`config.mk`:
```
export PLATFORM = sky130hd
export DESIGN_NAME = wdt_top
export DESIGN_NICKNAME = d
export VERILOG_FILES = /design/src/hdl/wdt_pkg.sv /design/src/hdl/wdt_prescaler.sv /design/src/hdl/wdt_top.sv
export VERILOG_INCLUDE_DIRS = /design/src /design/src/hdl
export SDC_FILE = /design/constraint.sdc
export NUM_CORES = 1
export LEC_CHECK = 0
export BUFFER_PORTS_ARGS = -buffer_cell sky130_fd_sc_hd__buf_4
export CAP_MARGIN = 15
export CORE_MARGIN = 1.5
export CORE_UTILIZATION = 49
export DETAILED_ROUTE_END_ITERATION = 10
export PLACE_DENSITY = 0.88
export SLEW_MARGIN = 20
export SYNTH_ARGS = -nofsm -noshare
export SYNTH_HDL_FRONTEND = slang
export SYNTH_SLANG_ARGS = --single-unit
```
`constraint.sdc`:
```
create_clock -name mclk_i -period 2.75 [get_ports mclk_i]
set_clock_uncertainty 0.15 [all_clocks]
set_input_delay 0.275 -clock mclk_i [delete_from_list [all_inputs] [get_ports mclk_i]]
set_output_delay 0.275 -clock mclk_i [all_outputs]
set_load 0.03 [all_outputs]
```
`src/hdl/wdt_cfg.svh`:
```
// constants of the watchdog: register byte offsets, field positions,
// reset values and counts; assumes a byte-addressed 32-bit register bus
`ifndef WDT_CFG_SVH
`define WDT_CFG_SVH

// ==================== register byte offsets
`define WDT_OFS_CTRL0       8'h00
`define WDT_OFS_CTRL1       8'h04
`define WDT_OFS_KEY         8'h08
`define WDT_OFS_STATUS      8'h0c
`define WDT_OFS_MASK        8'h10
`define WDT_OFS_GLOBAL      8'h14
`define WDT_OFS_XIRQ_EN     8'he8

// ==================== field positions
`define WDT_B_RUN           7
`define WDT_B_CLR           6
`define WDT_B_FLAG          5
`define WDT_B_SLEEP_RUN     4
`define WDT_B_RST_FLAG      3
`define WDT_B_RST_PATH      0
`define WDT_B_WDOG_IRQ_EN   4
`define WDT_B_GLOBAL        0
`define WDT_XIRQ_WMASK      8'hf7

// ==================== reset values
`define WDT_RST_XIRQ_EN     8'h00
`define WDT_RST_SEL         3'h0
`define WDT_RST_CNT         6'h00

// ==================== timed access keys
`define WDT_KEY_FIRST       8'haa
`define WDT_KEY_SECOND      8'h55

// ==================== counts in rc clocks; interval count in divided ticks
`define WDT_INTERVAL_LAST   6'h3f
`define WDT_RESET_LAST      9'h1ff
`define WDT_PS_TERM_0       8'h00
`define WDT_PS_TERM_1       8'h01
`define WDT_PS_TERM_2       8'h07
`define WDT_PS_TERM_3       8'h0f
`define WDT_PS_TERM_4       8'h1f
`define WDT_PS_TERM_5       8'h3f
`define WDT_PS_TERM_6       8'h7f
`define WDT_PS_TERM_7       8'hff

`endif

```
`src/hdl/wdt_pkg.sv`:
```
// types shared by the watchdog modules
// assumes wdt_cfg.svh sits beside it
package wdt_pkg;

  // ==================== bus carriers
  typedef struct packed {
    logic [7:0]  address;
    logic        read;
    logic        write;
    logic [31:0] writedata;
  } avs_req_t;

  typedef struct packed {
    logic [31:0] readdata;
    logic        waitrequest;
  } avs_rsp_t;

  // ==================== timed access unlock progress
  typedef enum logic [1:0] {LOCK_CLOSED, LOCK_KEY1, LOCK_OPEN} unlock_state_t;

  // ==================== whole state of the watchdog top
  typedef struct packed {
    logic        wait_q;
    logic [31:0] rdata;
    unlock_state_t lock;
    logic        run_en;
    logic        clr_req;
    logic        flag;
    logic        sleep_run;
    logic        rst_flag;
    logic [2:0]  sel;
    logic        rst_path_en;
    logic [7:0]  xirq_en;
    logic        global_en;
    logic [1:0]  sts;
    logic [1:0]  msk;
    logic [5:0]  icnt;
    logic        armed;
    logic [8:0]  dcnt;
    logic        rc_q;
    logic        sleep_q;
    logic        irq_req;
    logic        irq;
    logic        wake;
    logic        sys_rst;
  } wd_state_t;

endpackage : wdt_pkg

```
`src/hdl/wdt_prescaler.sv`:
```
// selectable divider of rc clock ticks, 1/1 to 1/256
// assumes tick_i is a one-cycle pulse per rc clock edge
`timescale 1ns/1ps
`include "wdt_cfg.svh"

module wdt_prescaler (
  // clock and reset
  input  wire logic       mclk_i,
  input  wire logic       nrst_i,
  // control
  input  wire logic       tick_i,
  input  wire logic       clear_i,
  input  wire logic [2:0] sel_i,
  // divided tick
  output logic            tick_o
);

  logic [7:0] cnt_reg;
  logic [7:0] cnt_next;
  logic [7:0] term;

  // terminal count for each select code
  always_comb begin
    case (sel_i)
      3'h0:    term = `WDT_PS_TERM_0;
      3'h1:    term = `WDT_PS_TERM_1;
      3'h2:    term = `WDT_PS_TERM_2;
      3'h3:    term = `WDT_PS_TERM_3;
      3'h4:    term = `WDT_PS_TERM_4;
      3'h5:    term = `WDT_PS_TERM_5;
      3'h6:    term = `WDT_PS_TERM_6;
      default: term = `WDT_PS_TERM_7;
    endcase
  end

  // count ticks, wrap at the terminal count
  always_comb begin
    tick_o   = 1'b0;
    cnt_next = cnt_reg;
    if (clear_i) begin
      cnt_next = 8'h00;
    end else if (tick_i) begin
      if (cnt_reg >= term) begin
        cnt_next = 8'h00;
        tick_o   = 1'b1;
      end else begin
        cnt_next = cnt_reg + 8'h01;
      end
    end
  end

  // divider register
  always_ff @(posedge mclk_i or negedge nrst_i) begin
    if (!nrst_i) begin
      cnt_reg <= 8'h00;
    end else begin
      cnt_reg <= cnt_next;
    end
  end

endmodule : wdt_prescaler

```
`src/hdl/wdt_top.sv`:
```
// watchdog timer with timed-access control, interrupt, wake and reset
// assumes rc_clk_i and cpu_sleep_i are synchronous to mclk_i and the
// rc clock is much slower than mclk_i; registers on Avalon-MM
//
// The Avalon-MM slave port is this design's own decision.
`timescale 1ns/1ps
`include "wdt_cfg.svh"

// Overview of operation
// - select field picks divide 1 to 256
// - reset 512 rc clocks after uncleared timeout
// - enable register bit four gates watchdog interrupt
// - interrupt request needs watchdog and global enables
// - timeout flag set on each completed interval
// - counter clear restarts interval from zero
// - timeout wakes cpu when counting during sleep
// - run enable starts; clearing stops and zeroes
// - sleep run bit chooses halt or count
// - counter clear bit clears itself when done
// - reset path enable bit arms reset path
module wdt_top (
  // clock and reset
  input  wire logic            mclk_i,
  input  wire logic            nrst_i,
  // register bus
  input  wire wdt_pkg::avs_req_t avs_req_i,
  output wdt_pkg::avs_rsp_t    avs_rsp_o,
  // system side
  input  wire logic            rc_clk_i,
  input  wire logic            cpu_sleep_i,
  output logic                 irq_req_o,
  output logic                 irq_o,
  output logic                 wake_o,
  output logic                 sys_rst_o
);
  import wdt_pkg::*;

  wd_state_t   st_reg;
  wd_state_t   st_next;
  logic        rc_tick;
  logic        ps_tick;
  logic        cnt_clear;
  logic        counting;
  logic        tmo;
  logic        wr_acc;
  logic        unlocked;
  logic [31:0] wd;
  logic [31:0] rmux;

  // ==================== outputs, all from flops
  assign avs_rsp_o.readdata    = st_reg.rdata;
  assign avs_rsp_o.waitrequest = st_reg.wait_q;
  assign irq_req_o             = st_reg.irq_req;
  assign irq_o                 = st_reg.irq;
  assign wake_o                = st_reg.wake;
  assign sys_rst_o             = st_reg.sys_rst;

  // ==================== counting chain
  // rc clock edge as a one-cycle tick
  assign rc_tick   = rc_clk_i & ~st_reg.rc_q;
  // halt in sleep unless sleep run is set
  assign counting  = st_reg.run_en & ~(cpu_sleep_i & ~st_reg.sleep_run);
  // clear on request, on stop, and on sleep entry or exit
  assign cnt_clear = st_reg.clr_req | ~st_reg.run_en
                     | (cpu_sleep_i ^ st_reg.sleep_q);
  assign tmo       = ps_tick & (st_reg.icnt == `WDT_INTERVAL_LAST);

  // divider chosen by the select field
  wdt_prescaler u_prescaler (
    .mclk_i  (mclk_i),
    .nrst_i  (nrst_i),
    .tick_i  (rc_tick & counting),
    .clear_i (cnt_clear),
    .sel_i   (st_reg.sel),
    .tick_o  (ps_tick)
  );

  // ==================== bus decode
  assign wr_acc   = avs_req_i.write & ~st_reg.wait_q;
  assign unlocked = (st_reg.lock == LOCK_OPEN);
  assign wd       = avs_req_i.writedata;

  // read multiplexer, unmapped reads give zero
  always_comb begin
    rmux = 32'h0000_0000;
    case (avs_req_i.address)
      `WDT_OFS_CTRL0: begin
        rmux[`WDT_B_RUN]       = st_reg.run_en;
        rmux[`WDT_B_CLR]       = st_reg.clr_req;
        rmux[`WDT_B_FLAG]      = st_reg.flag;
        rmux[`WDT_B_SLEEP_RUN] = st_reg.sleep_run;
        rmux[`WDT_B_RST_FLAG]  = st_reg.rst_flag;
        rmux[2:0]              = st_reg.sel;
      end
      `WDT_OFS_CTRL1:  rmux[`WDT_B_RST_PATH] = st_reg.rst_path_en;
      `WDT_OFS_STATUS: rmux[1:0] = st_reg.sts;
      `WDT_OFS_MASK:   rmux[1:0] = st_reg.msk;
      `WDT_OFS_GLOBAL: rmux[`WDT_B_GLOBAL] = st_reg.global_en;
      `WDT_OFS_XIRQ_EN: rmux[7:0] = st_reg.xirq_en;
      default:         rmux = 32'h0000_0000;
    endcase
  end

  // ==================== next state
  always_comb begin
    st_next         = st_reg;
    st_next.rc_q    = rc_clk_i;
    st_next.sleep_q = cpu_sleep_i;
    st_next.wake    = 1'b0;
    st_next.sys_rst = 1'b0;
    st_next.clr_req = 1'b0;

    // two-phase answer: one wait cycle, then the access edge
    if ((avs_req_i.read | avs_req_i.write) & st_reg.wait_q) begin
      st_next.wait_q = 1'b0;
      st_next.rdata  = rmux;
    end else begin
      st_next.wait_q = 1'b1;
    end

    // register writes
    if (wr_acc) begin
      case (avs_req_i.address)
        `WDT_OFS_KEY: begin
          // key sequence: first key, then second key
          if (wd[7:0] == `WDT_KEY_FIRST) begin
            st_next.lock = LOCK_KEY1;
          end else if (st_reg.lock == LOCK_KEY1 && wd[7:0] == `WDT_KEY_SECOND) begin
            st_next.lock = LOCK_OPEN;
          end else begin
            st_next.lock = LOCK_CLOSED;
          end
        end
        `WDT_OFS_CTRL0: begin
          st_next.lock = LOCK_CLOSED;
          if (unlocked) begin
            st_next.run_en    = wd[`WDT_B_RUN];
            st_next.clr_req   = wd[`WDT_B_CLR];
            st_next.sleep_run = wd[`WDT_B_SLEEP_RUN];
            st_next.sel       = wd[2:0];
            if (!wd[`WDT_B_FLAG]) begin
              st_next.flag = 1'b0;
            end
            if (!wd[`WDT_B_RST_FLAG]) begin
              st_next.rst_flag = 1'b0;
            end
          end
        end
        `WDT_OFS_CTRL1: begin
          st_next.lock = LOCK_CLOSED;
          if (unlocked) begin
            st_next.rst_path_en = wd[`WDT_B_RST_PATH];
          end
        end
        `WDT_OFS_STATUS: begin
          st_next.lock = LOCK_CLOSED;
          st_next.sts  = st_reg.sts & ~wd[1:0];
        end
        `WDT_OFS_MASK: begin
          st_next.lock = LOCK_CLOSED;
          st_next.msk  = wd[1:0];
        end
        `WDT_OFS_GLOBAL: begin
          st_next.lock      = LOCK_CLOSED;
          st_next.global_en = wd[`WDT_B_GLOBAL];
        end
        `WDT_OFS_XIRQ_EN: begin
          st_next.lock    = LOCK_CLOSED;
          st_next.xirq_en = wd[7:0] & `WDT_XIRQ_WMASK;
        end
        default: st_next.lock = LOCK_CLOSED;
      endcase
    end

    // interval counter
    if (cnt_clear) begin
      st_next.icnt = `WDT_RST_CNT;
    end else if (ps_tick) begin
      st_next.icnt = st_reg.icnt + 6'h01;
    end

    // reset delay: counter clear or stop cancels it
    if (st_reg.clr_req | ~st_reg.run_en | ~st_reg.rst_path_en) begin
      st_next.armed = 1'b0;
      st_next.dcnt  = 9'h000;
    end else if (st_reg.armed & rc_tick) begin
      st_next.dcnt = st_reg.dcnt + 9'h001;
      if (st_reg.dcnt == `WDT_RESET_LAST) begin
        st_next.armed    = 1'b0;
        st_next.dcnt     = 9'h000;
        st_next.sys_rst  = 1'b1;
        st_next.rst_flag = 1'b1;
        st_next.sts[1]   = 1'b1;
      end
    end

    // timeout events; sets win over software clears
    if (tmo) begin
      st_next.flag   = 1'b1;
      st_next.sts[0] = 1'b1;
      st_next.wake   = cpu_sleep_i & st_reg.sleep_run;
      if (st_reg.rst_path_en && !st_reg.armed) begin
        st_next.armed = 1'b1;
        st_next.dcnt  = 9'h000;
      end
    end

    // interrupt request to the cpu and summary interrupt
    st_next.irq_req = st_reg.flag & st_reg.xirq_en[`WDT_B_WDOG_IRQ_EN]
                      & st_reg.global_en;
    st_next.irq     = |(st_reg.sts & st_reg.msk);
  end

  // ==================== state register
  always_ff @(posedge mclk_i or negedge nrst_i) begin
    if (!nrst_i) begin
      st_reg             <= '0;
      st_reg.wait_q      <= 1'b1;
      st_reg.lock        <= LOCK_CLOSED;
      st_reg.sel         <= `WDT_RST_SEL;
      st_reg.xirq_en     <= `WDT_RST_XIRQ_EN;
    end else begin
      st_reg <= st_next;
    end
  end
endmodule : wdt_top

```
# ---- Word level (Yosys, flattened, before mapping)
# Index checks and enable logic that the tools add are counted.
dict set report classes {
  n_reduce_logical 19
  order_cmp 1
  addsub 3
  n_eq_ne 19
  n_mux 44
  bitwise 25
}
# operator n
set op_table {}
lappend op_table {{$pmux W8 S7} 1}
lappend op_table {{$mux W10} 5}
lappend op_table {{$mux W8} 4}
lappend op_table {{$mux W1} 21}
lappend op_table {{$mux W21} 1}
lappend op_table {{$eq A8 B4 Y1 const B} 2}
lappend op_table {{$eq A8 B5 Y1 const B} 2}
lappend op_table {{$eq A8 B8 Y1 const B} 2}
lappend op_table {{$mux W7} 2}
lappend op_table {{$mux W6} 2}
lappend op_table {{$pmux W6 S2} 1}
lappend op_table {{$reduce_bool A2 Y1} 6}
lappend op_table {{$and A1 B1 Y1} 11}
lappend op_table {{$mux W2} 5}
lappend op_table {{$add A9 B1 Y9 const B} 1}
lappend op_table {{$eq A3 B3 Y1 const B} 3}
lappend op_table {{$eq A9 B9 Y1 const B} 1}
lappend op_table {{$add A8 B1 Y8 const B} 1}
lappend op_table {{$eq A8 B3 Y1 const B} 1}
lappend op_table {{$eq A8 B7 Y1 const B} 1}
lappend op_table {{$ge A8 B8 Y1} 1}
lappend op_table {{$logic_not A8 Y1} 1}
lappend op_table {{$reduce_and A2 Y1} 4}
lappend op_table {{$add A6 B1 Y6 const B} 1}
lappend op_table {{19 further kinds} 31}
dict set report totals {
  elab_cells 136
  regBits 62
}

# ---- Depth between registers and ports, before layout
# Gate-level depths: netlist of run 1.
dict set report depth {
  depth_word 10
  depth_mapped 10
  mapped_depth_nobuf 7
}

# ---- By module
# A second synthesis of run 1 with hierarchy kept.
dict set report unflattened {
  hier_cells 347
  area_unflattened_um2 3478.3
}
# mod cells_per_inst area_per_inst_um2 instances
set modules_own_cells {}
lappend modules_own_cells {wdt_top 265 2802.7 1}
lappend modules_own_cells {wdt_prescaler 82 675.6 1}

# ---- Worst setup path after synthesis of run 1
# OpenSTA, ideal clock, no wires.
dict set report synth_path {
  path_type {reg2reg}
  start {register st_reg[38] (netlist bit)}
  end {register st_reg[14] (netlist bit)}
  arrival_time_ns 2.281
  setup_ns 0.142
  required_ns 2.458
  stages_incl_launch_ff 11
  path_slack_ns 0.177
  path_cell_list {dfrtp_1 > clkbuf_1 > or3_1 > ha_1 > and3_1 > o21ai_0 > a211o_1 > buf_2 > a211oi_2 > buf_2 > a211oi_1}
}
# element line
set synth_lines {}
lappend synth_lines {{start: declaration} wdt_top.sv:38} ;# wd_state_t st_reg;
lappend synth_lines {{start signal: assignment} wdt_top.sv:223} ;# st_reg <= st_next;

==> impl_metrics.tcl, run 1 <==
set metrics [dict create \
    drive_gt1_share_pct 22.2 \
    synth_top_flop_cell "dfrtp_1" \
    grt_overflow_total 0 \
    dr.first_iter.drc_count 185 \
    worstRegToRegCells 8 \
    rows 31 \
    n_fill_cell 578 \
    track_usage_pct 19.4 \
    cp_max_fo 13 \
    endpoint_kind "flop" \
    combinationalPowerShare_pct 7.3 \
    post-cts-setup-buffer-count 0 \
    slew_violations 0 \
    cellLeakagePower_nw 1.91 \
    coreArea_mm2 0.00718 \
    syn_avg_cell_area_um2 9.96 \
    finalCritPeriodShare_pct 92.3 \
    synth-simple-area-share_pct 21.2 \
    grt_max_degree 63 \
    seq_area_frac_synth_pct 43.2 \
    fin_area_mm2 0.00407 \
    fmax_mhz 394 \
    wl_um 7160 \
    report.final.setup_viol 0 \
    holdPathEnd "st_reg[33]$_DFFE_PN0P_" \
    status "finished clean" \
    report.final.hold_viol_count 0 \
    synth_most_common_cell "dfrtp_1" \
    post_cts_resized 0 \
    critPathKind "reg2reg" \
    maxCapViolCount 0 \
    cts_root_buffer "clkbuf_8" \
    switching_share_pct 23.2 \
    cts_tree "done" \
    placed_area_mm2 0.00379 \
    synth_top_family_by_area "simple AND/OR/NAND/NOR gates" \
    drcViolationCount 0 \
    ys_ff_latch 62 \
    syn_inst 361 \
    cts_buffers 9 \
    hp-start "avs_req_i[6]" \
    drtPass1Iterations 4 \
    min_path_type "in2reg" \
    dp_hpwl_um 5110 \
    htree_levels 3 \
    ys_types 59 \
    crit_path_start_kind "flop" \
    p_per_area_mw_per_mm2 486 \
    post_drt_wl_per_cell_um 14.3 \
    clock_latency_ns 0.35 \
    finalCriticalPeriod_ns 2.54 \
    preCtsSetupSlack_ns 0.224 \
    rsz0062_at_grt "no" \
    synth_area_leaders "dfrtp_1, buf_4, nand2_1" \
    whs_path_depth 2 \
    synth_compound_area_share_pct 11.3 \
    largest_reg_flops 41 \
    vdd_drop_max_v 0.000229 \
    clockPowerShare_pct 45.8 \
    tightest_slew_ns 0.944 \
    rr_startpoint "st_reg[36]$_DFFE_PN0P_" \
    synthArstFlopShare_pct 100 \
    cp_data_required_time_ns 2.79 \
    yosys.area_share.adder_pct 4.18 \
    setup_slack_ns 0.212 \
    clk_transition_reported_paths_ns 0.06 \
    cts.sinks 62 \
    r2r_slack_ns 0.21 \
    synth_top_area_share_pct 42.5 \
    portBuffers 34 \
    cts_hold_buf 5 \
    power.total_mw 1.98 \
    die_w_um 88.7 \
    place_congestion 0.826 \
    yosysWarnings 0 \
    relSlewSlack_pct 36.6 \
    die-height_um 88.7 \
    ant_nets 0 \
    antenna_found_initial 0 \
    netlist_area_mm2 0.00359 \
    muxShareOfSynthArea_pct 7.76 \
    initial_core_util_pct 50.1 \
    via_per_inst 5.48 \
    grt_pass1_vias 2572 \
    cellInternalPower_mw 1.52 \
    fin_nets 454 \
    synthTopCellsByCount "dfrtp_1, nand2_1, buf_4" \
    cp.arrival_ns 2.57 \
    grt_pass1_wl_um 11600 \
    area_growth_pct 13.2 \
    switchingPower_mw 0.459 \
    r2r-end "st_reg[13]$_DFF_PN0_" \
    die_area_mm2 0.00786 \
    clockBufferDepth 2 \
    synth_top_area_cell "dfrtp_1" \
    ios 83 \
    p_seq_share_pct 46.9 \
    synth-xor-area-share_pct 2.44 \
    antenna_cells 0 \
    final.setup.tns_ns 0 \
    synth_edf_count 0 \
    routed-via-count 2741 \
]
[cells in the final DEF, fill, tap and decap left out, types with 5 or more instances in the layout]
cell type / count
nand2b_1: 8
dlygate4sd3_1: 5
nand3_1: 16
nand4_1: 17
mux2_2: 11
inv_1: 7
clkbuf_8: 11
xor2_1: 5
mux2_4: 7
o21ai_0: 12
a21oi_1: 20
nor2_1: 7
xnor2_1: 5
mux2i_1: 5
nand2_1: 43
a22oi_1: 5
dfrtp_1: 61
ha_1: 12
nor2b_1: 5
and3_1: 9
buf_4: 42
nor3_1: 9
conb_1: 24
[critical path: stages, from the launching register on]
cell and delay [ns]:
dfrtp_1 0.42, or3_1 0.40, ha_1 0.28, and3_1 0.13, o21ai_0 0.10, a211o_1 0.36, a211oi_2 0.23, buf_4 0.23
a21oi_1 0.10
[worst max-delay path by stage]
stage / startpoint / endpoint / slack, ns
floorplan: st_reg[38]$_DFFE_PN0P_ / st_reg[14]$_DFF_PN0_ / 0.18
global placement: st_reg[36]$_DFFE_PN0P_ / st_reg[14]$_DFF_PN0_ / 0.25
detailed placement: st_reg[36]$_DFFE_PN0P_ / st_reg[11]$_DFF_PN0_ / 0.22
CTS: st_reg[36]$_DFFE_PN0P_ / st_reg[13]$_DFF_PN0_ / 0.20
global route: st_reg[36]$_DFFE_PN0P_ / st_reg[13]$_DFF_PN0_ / 0.07
finish: st_reg[36]$_DFFE_PN0P_ / st_reg[13]$_DFF_PN0_ / 0.21
[power by group through the flow]
| stage | Clock, mW | Sequential [mW] | Combinational, mW |
|---|---|---|---|
| final | 0.905 | 0.926 | 0.145 |
| after global routing | 0.957 | 0.926 | 0.159 |
| after floorplan | 0 | 0.941 | 0.109 |
| after detailed placement | 0 | 0.943 | 0.140 |
| after global placement | 0 | 0.943 | 0.138 |
| after CTS | 0.916 | 0.926 | 0.145 |
[final cells by class]
type / instances / area (µm²) / share of cell area [%]
Multi-Input combinational cell: 269 / 1780 / 43.6
Sequential cell: 62 / 1550 / 38.2
Timing Repair Buffer: 47 / 365 / 8.98
Clock buffer: 12 / 155 / 3.81
Tap cell: 99 / 124 / 3.04
Clock inverter: 4 / 70.1 / 1.72
Inverter: 7 / 26.3 / 0.646
[cell families after synthesis]
group,after synthesis
AO/OA/AOI/OAI,63
AND/OR/NAND/NOR,137
adder cells (fa/ha/maj),12
buffers and inverters,53
flip-flops,62
XOR/XNOR,10
other,1
multiplexers,23
[layer usage]
layer	routed length [µm]	vias to the layer above	global-route usage, %
li1	-	1313	-
met1	3100	1313	23.6
met4	268	0	13.6
met3	344	23	4.48
met2	3450	92	30.2
met5	0	-	0
[through the flow]
stage               hold WS, ns  cells  util (%)
finish                   0.0219    500      56.7
global route             0.0180    500      56.7
CTS                      0.0110    500      56.7
detailed placement        0.245    479      52.9
global placement          0.243    479      52.9
floorplan                -0.171    384         -
Power figures use the tool's default switching activity.
==> run 2, diff against run 1 <==
CAP_MARGIN = not set   (was 15)
CELL_PAD_IN_SITES_DETAIL_PLACEMENT = 1   (was not set)
CELL_PAD_IN_SITES_GLOBAL_PLACEMENT = 1   (was not set)
CORE_UTILIZATION = 37   (was 49)
PLACE_DENSITY = 0.87   (was 0.88)
==> impl_metrics.tcl, run 2 (synthesized netlist as in run 1, its figures left out) <==
set metrics [dict create \
    maxCapViolCount 0 \
    portBuffers 34 \
    fin_nets 455 \
    report.final.hold_viol_count 0 \
    area_growth_pct 13.9 \
    final.setup.tns_ns 0 \
    clock_latency_ns 0.35 \
    cp_data_required_time_ns 2.87 \
    dp_hpwl_um 6060 \
    cp.arrival_ns 2.74 \
    multi_input_area_mm2 0.00178 \
    critPathKind "reg2reg" \
    timing.critical_path.depth 8 \
    preCtsSetupSlack_ns 0.175 \
    p_per_area_mw_per_mm2 464 \
    report.final.setup_viol 0 \
    coreArea_mm2 0.00933 \
    post_drt_wl_per_cell_um 16.6 \
    cts_root_buffer "clkbuf_8" \
    rows 35 \
    min_path_type "in2reg" \
    die_area_mm2 0.0103 \
    n_fill_cell 1076 \
    clk_transition_reported_paths_ns 0.06 \
    track_usage_pct 18.3 \
    initial_core_util_pct 38.5 \
    ant_nets 0 \
    crit_chain "or3_1, ha_1, and3_1, o21ai_0, a211o_1, a211oi_2, buf_6, and3_1" \
    die-height_um 102 \
    fin_area_mm2 0.00409 \
    drtPass1Iterations 4 \
    r2r-end "wake_o$_DFF_PN0_" \
    worstRegToRegCells 8 \
    antenna_cells 0 \
    grt_pass1_vias 2959 \
    path_buf_inv 1 \
    setup_slack_ns 0.133 \
    place_congestion 0.850 \
    tightest_slew_ns 0.794 \
    fmax_mhz 382 \
    cpMaxStageDelayCell "dfrtp_1" \
    r2r_slack_ns 0.13 \
    crit_top_cell "and3_1" \
    slowest_delay_ns 0.44 \
    htree_levels 3 \
    cts_buffers 9 \
    critical-path-top-delay-family "simple AND/OR/NAND/NOR gates" \
    cts.sinks 62 \
    via_per_inst 5.32 \
    cellLeakagePower_nw 1.90 \
    routed-via-count 2825 \
    wl_um 8800 \
    finalCriticalPeriod_ns 2.62 \
    cp_max_fo 13 \
    dr.first_iter.drc_count 107 \
    cts_tree "done" \
    relSlewSlack_pct 47.0 \
    largest_reg_flops 41 \
    crit_path_start_kind "flop" \
    rr_startpoint "st_reg[36]$_DFFE_PN0P_" \
    die_w_um 102 \
    antenna_found_initial 0 \
    drcViolationCount 0 \
    vdd_drop_max_v 0.000195 \
    finalCritPeriodShare_pct 95.2 \
    placed_area_mm2 0.00384 \
    final_common_cell "dfrtp_1" \
    ff_latch_area_mm2 0.00155 \
    final_cells 531 \
    hp-start "avs_req_i[6]" \
    ios 83 \
    grt_pass1_wl_um 14800 \
    slew_violations 0 \
    grt_max_degree 63 \
    status "finished clean" \
    holdPathEnd "st_reg[33]$_DFFE_PN0P_" \
    placed_cells 510 \
    endpoint_kind "flop" \
    grt_overflow_total 0 \
    rsz0062_at_grt "no" \
    clockBufferDepth 2 \
    layout_common_cells "dfrtp_1, nand2_1, buf_4" \
    whs_path_depth 2 \
    power.total_mw 1.90 \
    drive_gt1_share_pct 22.4 \
]
==> run 2: changes by cell type in the layout (fill, tap and decap cells not counted) <==
| cell | delta |
|---|---|
| bufinv_16 | -1 |
| buf_6 | +1 |
| clkinv_2 | +1 |
==> run 2: final cells by class <==
cell class,count,area share (%)
multi-input combinational,269,43.4
clock buffer,12,3.79
inverter,7,0.642
clock inverter,4,1.10
tap,129,3.94
sequential,62,37.9
timing repair buffer,48,9.20
==> run 2: stage by stage <==
step / utilization, % / hold WS (ns)
floorplan: - / -0.171
detailed placement: 41.2 / 0.261
global placement: 41.2 / 0.254
CTS: 43.8 / 0.0296
finish: 43.9 / 0.0389
global route: 43.9 / 0.0435
==> run 2: routing by layer <==
metal | part of all wire (%) | track usage, %
met1 | 43 | 22.9
met2 | 50 | 30.4
met3 | 3.0 | 2.62
met4 | 3.3 | 10.4
met5 | 0 | 0
==> run 2: worst max-delay path by stage <==
stage                      startpoint              endpoint  slack (ns)
4_1_cts        st_reg[36]$_DFFE_PN0P_      wake_o$_DFF_PN0_        0.08
3_5_place_dp   st_reg[36]$_DFFE_PN0P_   st_reg[8]$_DFF_PN0_        0.18
5_1_grt        st_reg[36]$_DFFE_PN0P_   st_reg[6]$_DFF_PN0_       0.007
3_3_place_gp   st_reg[36]$_DFFE_PN0P_      wake_o$_DFF_PN0_        0.23
6_report       st_reg[36]$_DFFE_PN0P_      wake_o$_DFF_PN0_        0.13
2_1_floorplan  st_reg[38]$_DFFE_PN0P_  st_reg[14]$_DFF_PN0_        0.18
==> run 2: report_power, final <==
part,switching [mW],leakage (nW),internal [mW],total (mW)
clock,0.359,0.106,0.464,0.823
sequential,0.00565,0.858,0.920,0.926
combinational,0.110,0.941,0.0417,0.152
==> run 2: what timing repair did <==
action,in CTS,in global routing
endpoints found under the setup margin,0,5
endpoints found under the hold margin,64,0
gates resized for setup,0,1
setup buffers,0,0
hold buffers,5,0
==> run 3, diff against run 2 <==
RECOVER_POWER = 25   (was not set)
TNS_END_PERCENT = 10   (was not set)
==> impl_metrics.tcl, run 3 (synthesized netlist as in run 1, its figures left out) <==
set metrics [dict create \
    initial_core_util_pct 38.5 \
    antenna_found_initial 0 \
    clockBufferDepth 2 \
    grt_overflow_total 0 \
    cts_buffers 9 \
    placed_area_mm2 0.00384 \
    die_w_um 102 \
    cts.sinks 62 \
    drtPass1Iterations 4 \
    maxCapViolCount 1 \
    dp_hpwl_um 6060 \
    post_drt_wl_per_cell_um 16.7 \
    wl_met1_um 3860 \
    die-height_um 102 \
    grt_max_degree 63 \
    rows 35 \
    grt_pass1_vias 2959 \
    drive_gt1_share_pct 18.9 \
    crit_path_start_kind "flop" \
    vdd_drop_max_v 0.000195 \
    power.total_mw 1.90 \
    final.setup.tns_ns 0 \
    preCtsSetupSlack_ns 0.175 \
    cts_tree "done" \
    status "complete, but fails checks" \
    ios 83 \
    cp_data_required_time_ns 2.87 \
    antenna_cells 0 \
    finalCritPeriodShare_pct 95.3 \
    die_area_mm2 0.0103 \
    clk_transition_reported_paths_ns 0.06 \
    setup_slack_ns 0.130 \
    portBuffers 34 \
    slew_violations 63 \
    fin_area_mm2 0.00404 \
    fmax_mhz 382 \
    via_per_inst 5.32 \
    p_per_area_mw_per_mm2 470 \
    cts_root_buffer "clkbuf_8" \
    dr.first_iter.drc_count 132 \
    top_layer_used "met4" \
    n_fill_cell 1086 \
    area_growth_pct 12.3 \
    grt_pass1_wl_um 14800 \
    post-cts-setup-buffer-count 0 \
    largest_reg_flops 41 \
    met3_length_um 262 \
    layout_common_cells "dfrtp_1, nand2_1, buf_4" \
    min_path_type "in2reg" \
    coreArea_mm2 0.00933 \
    wl_met2_um 4430 \
    relSlewSlack_pct -3.84 \
    place_congestion 0.850 \
    finalCriticalPeriod_ns 2.62 \
    cp.arrival_ns 2.74 \
    endpoint_kind "flop" \
    multi_input_area_mm2 0.00178 \
    violations "max-capacitance violations, max-slew violations" \
    wl_um 8850 \
    critPathKind "reg2reg" \
    track_usage_pct 18.3 \
    ant_nets 0 \
    final_common_cell "dfrtp_1" \
    report.final.setup_viol 0 \
    report.final.hold_viol_count 0 \
    htree_levels 3 \
    tightest_slew_ns 1.56 \
    rsz0062_at_grt "no" \
    cellLeakagePower_nw 1.85 \
    cp_max_fo 13 \
    drcViolationCount 0 \
    fin_nets 455 \
    routed-via-count 2826 \
    ff_latch_area_mm2 0.00155 \
    final_util_pct 43.3 \
    clock_latency_ns 0.35 \
]
## run 3: cell type report
type	instances	share of cell area [%]
Clock inverter	4	1.12
Clock buffer	12	3.84
Sequential cell	62	38.5
Multi-Input combinational cell	269	44.0
Tap cell	129	4.00
Timing Repair Buffer	48	7.96
Inverter	7	0.651
## run 3: final timing paths
check,slack [ns],from,cells after the start,endpoint
worst max-delay path,0.13,st_reg[36]$_DFFE_PN0P_,8,wake_o$_DFF_PN0_
min in group asynchronous,0.70,nrst_i,2,avs_rsp_o[2]$_DFFE_PN0P_
worst min-delay path,0.04,avs_req_i[6],2,st_reg[33]$_DFFE_PN0P_
worst max register to register,0.13,st_reg[36]$_DFFE_PN0P_,8,wake_o$_DFF_PN0_
worst min register to register,0.33,avs_rsp_o[7]$_DFFE_PN0P_,2,avs_rsp_o[7]$_DFFE_PN0P_
max in group asynchronous,0.81,nrst_i,2,u_prescaler.cnt_reg[7]$_DFFE_PN0P_
## run 3: stage by stage
stage / hold slack (ns) / std cells
after floorplan: -0.171 / 384
after global placement: 0.254 / 510
after detailed placement: 0.261 / 510
after CTS: 0.0296 / 531
after global routing: 0.0435 / 531
final: 0.0388 / 531
## run 3: worst max-delay path, stage by stage (launching register included)
cell and delay, ns:
dfrtp_1 0.44, or3_1 0.42, ha_1 0.28, and3_1 0.14, o21ai_0 0.10, a211o_1 0.36, a211oi_2 0.27, buf_6 0.19
and3_1 0.19
## run 3: report_power, final
| part | internal, mW | switching [mW] | total [mW] |
|---|---|---|---|
| Combinational | 0.0385 | 0.110 | 0.148 |
| Clock | 0.464 | 0.359 | 0.823 |
| Sequential | 0.920 | 0.00567 | 0.926 |
## run 3: metal layers
metal	global-route usage, %	vias up
li1	-	1313
met1	22.9	1420
met2	30.4	67
met3	2.62	26
met4	10.4	0
met5	0	-
## run 3: what timing repair did
action,4_1_cts,5_1_grt
gates resized for setup,0,1
hold buffers,5,0
endpoints found under the setup margin,0,5
hold endpoints to repair,64,0
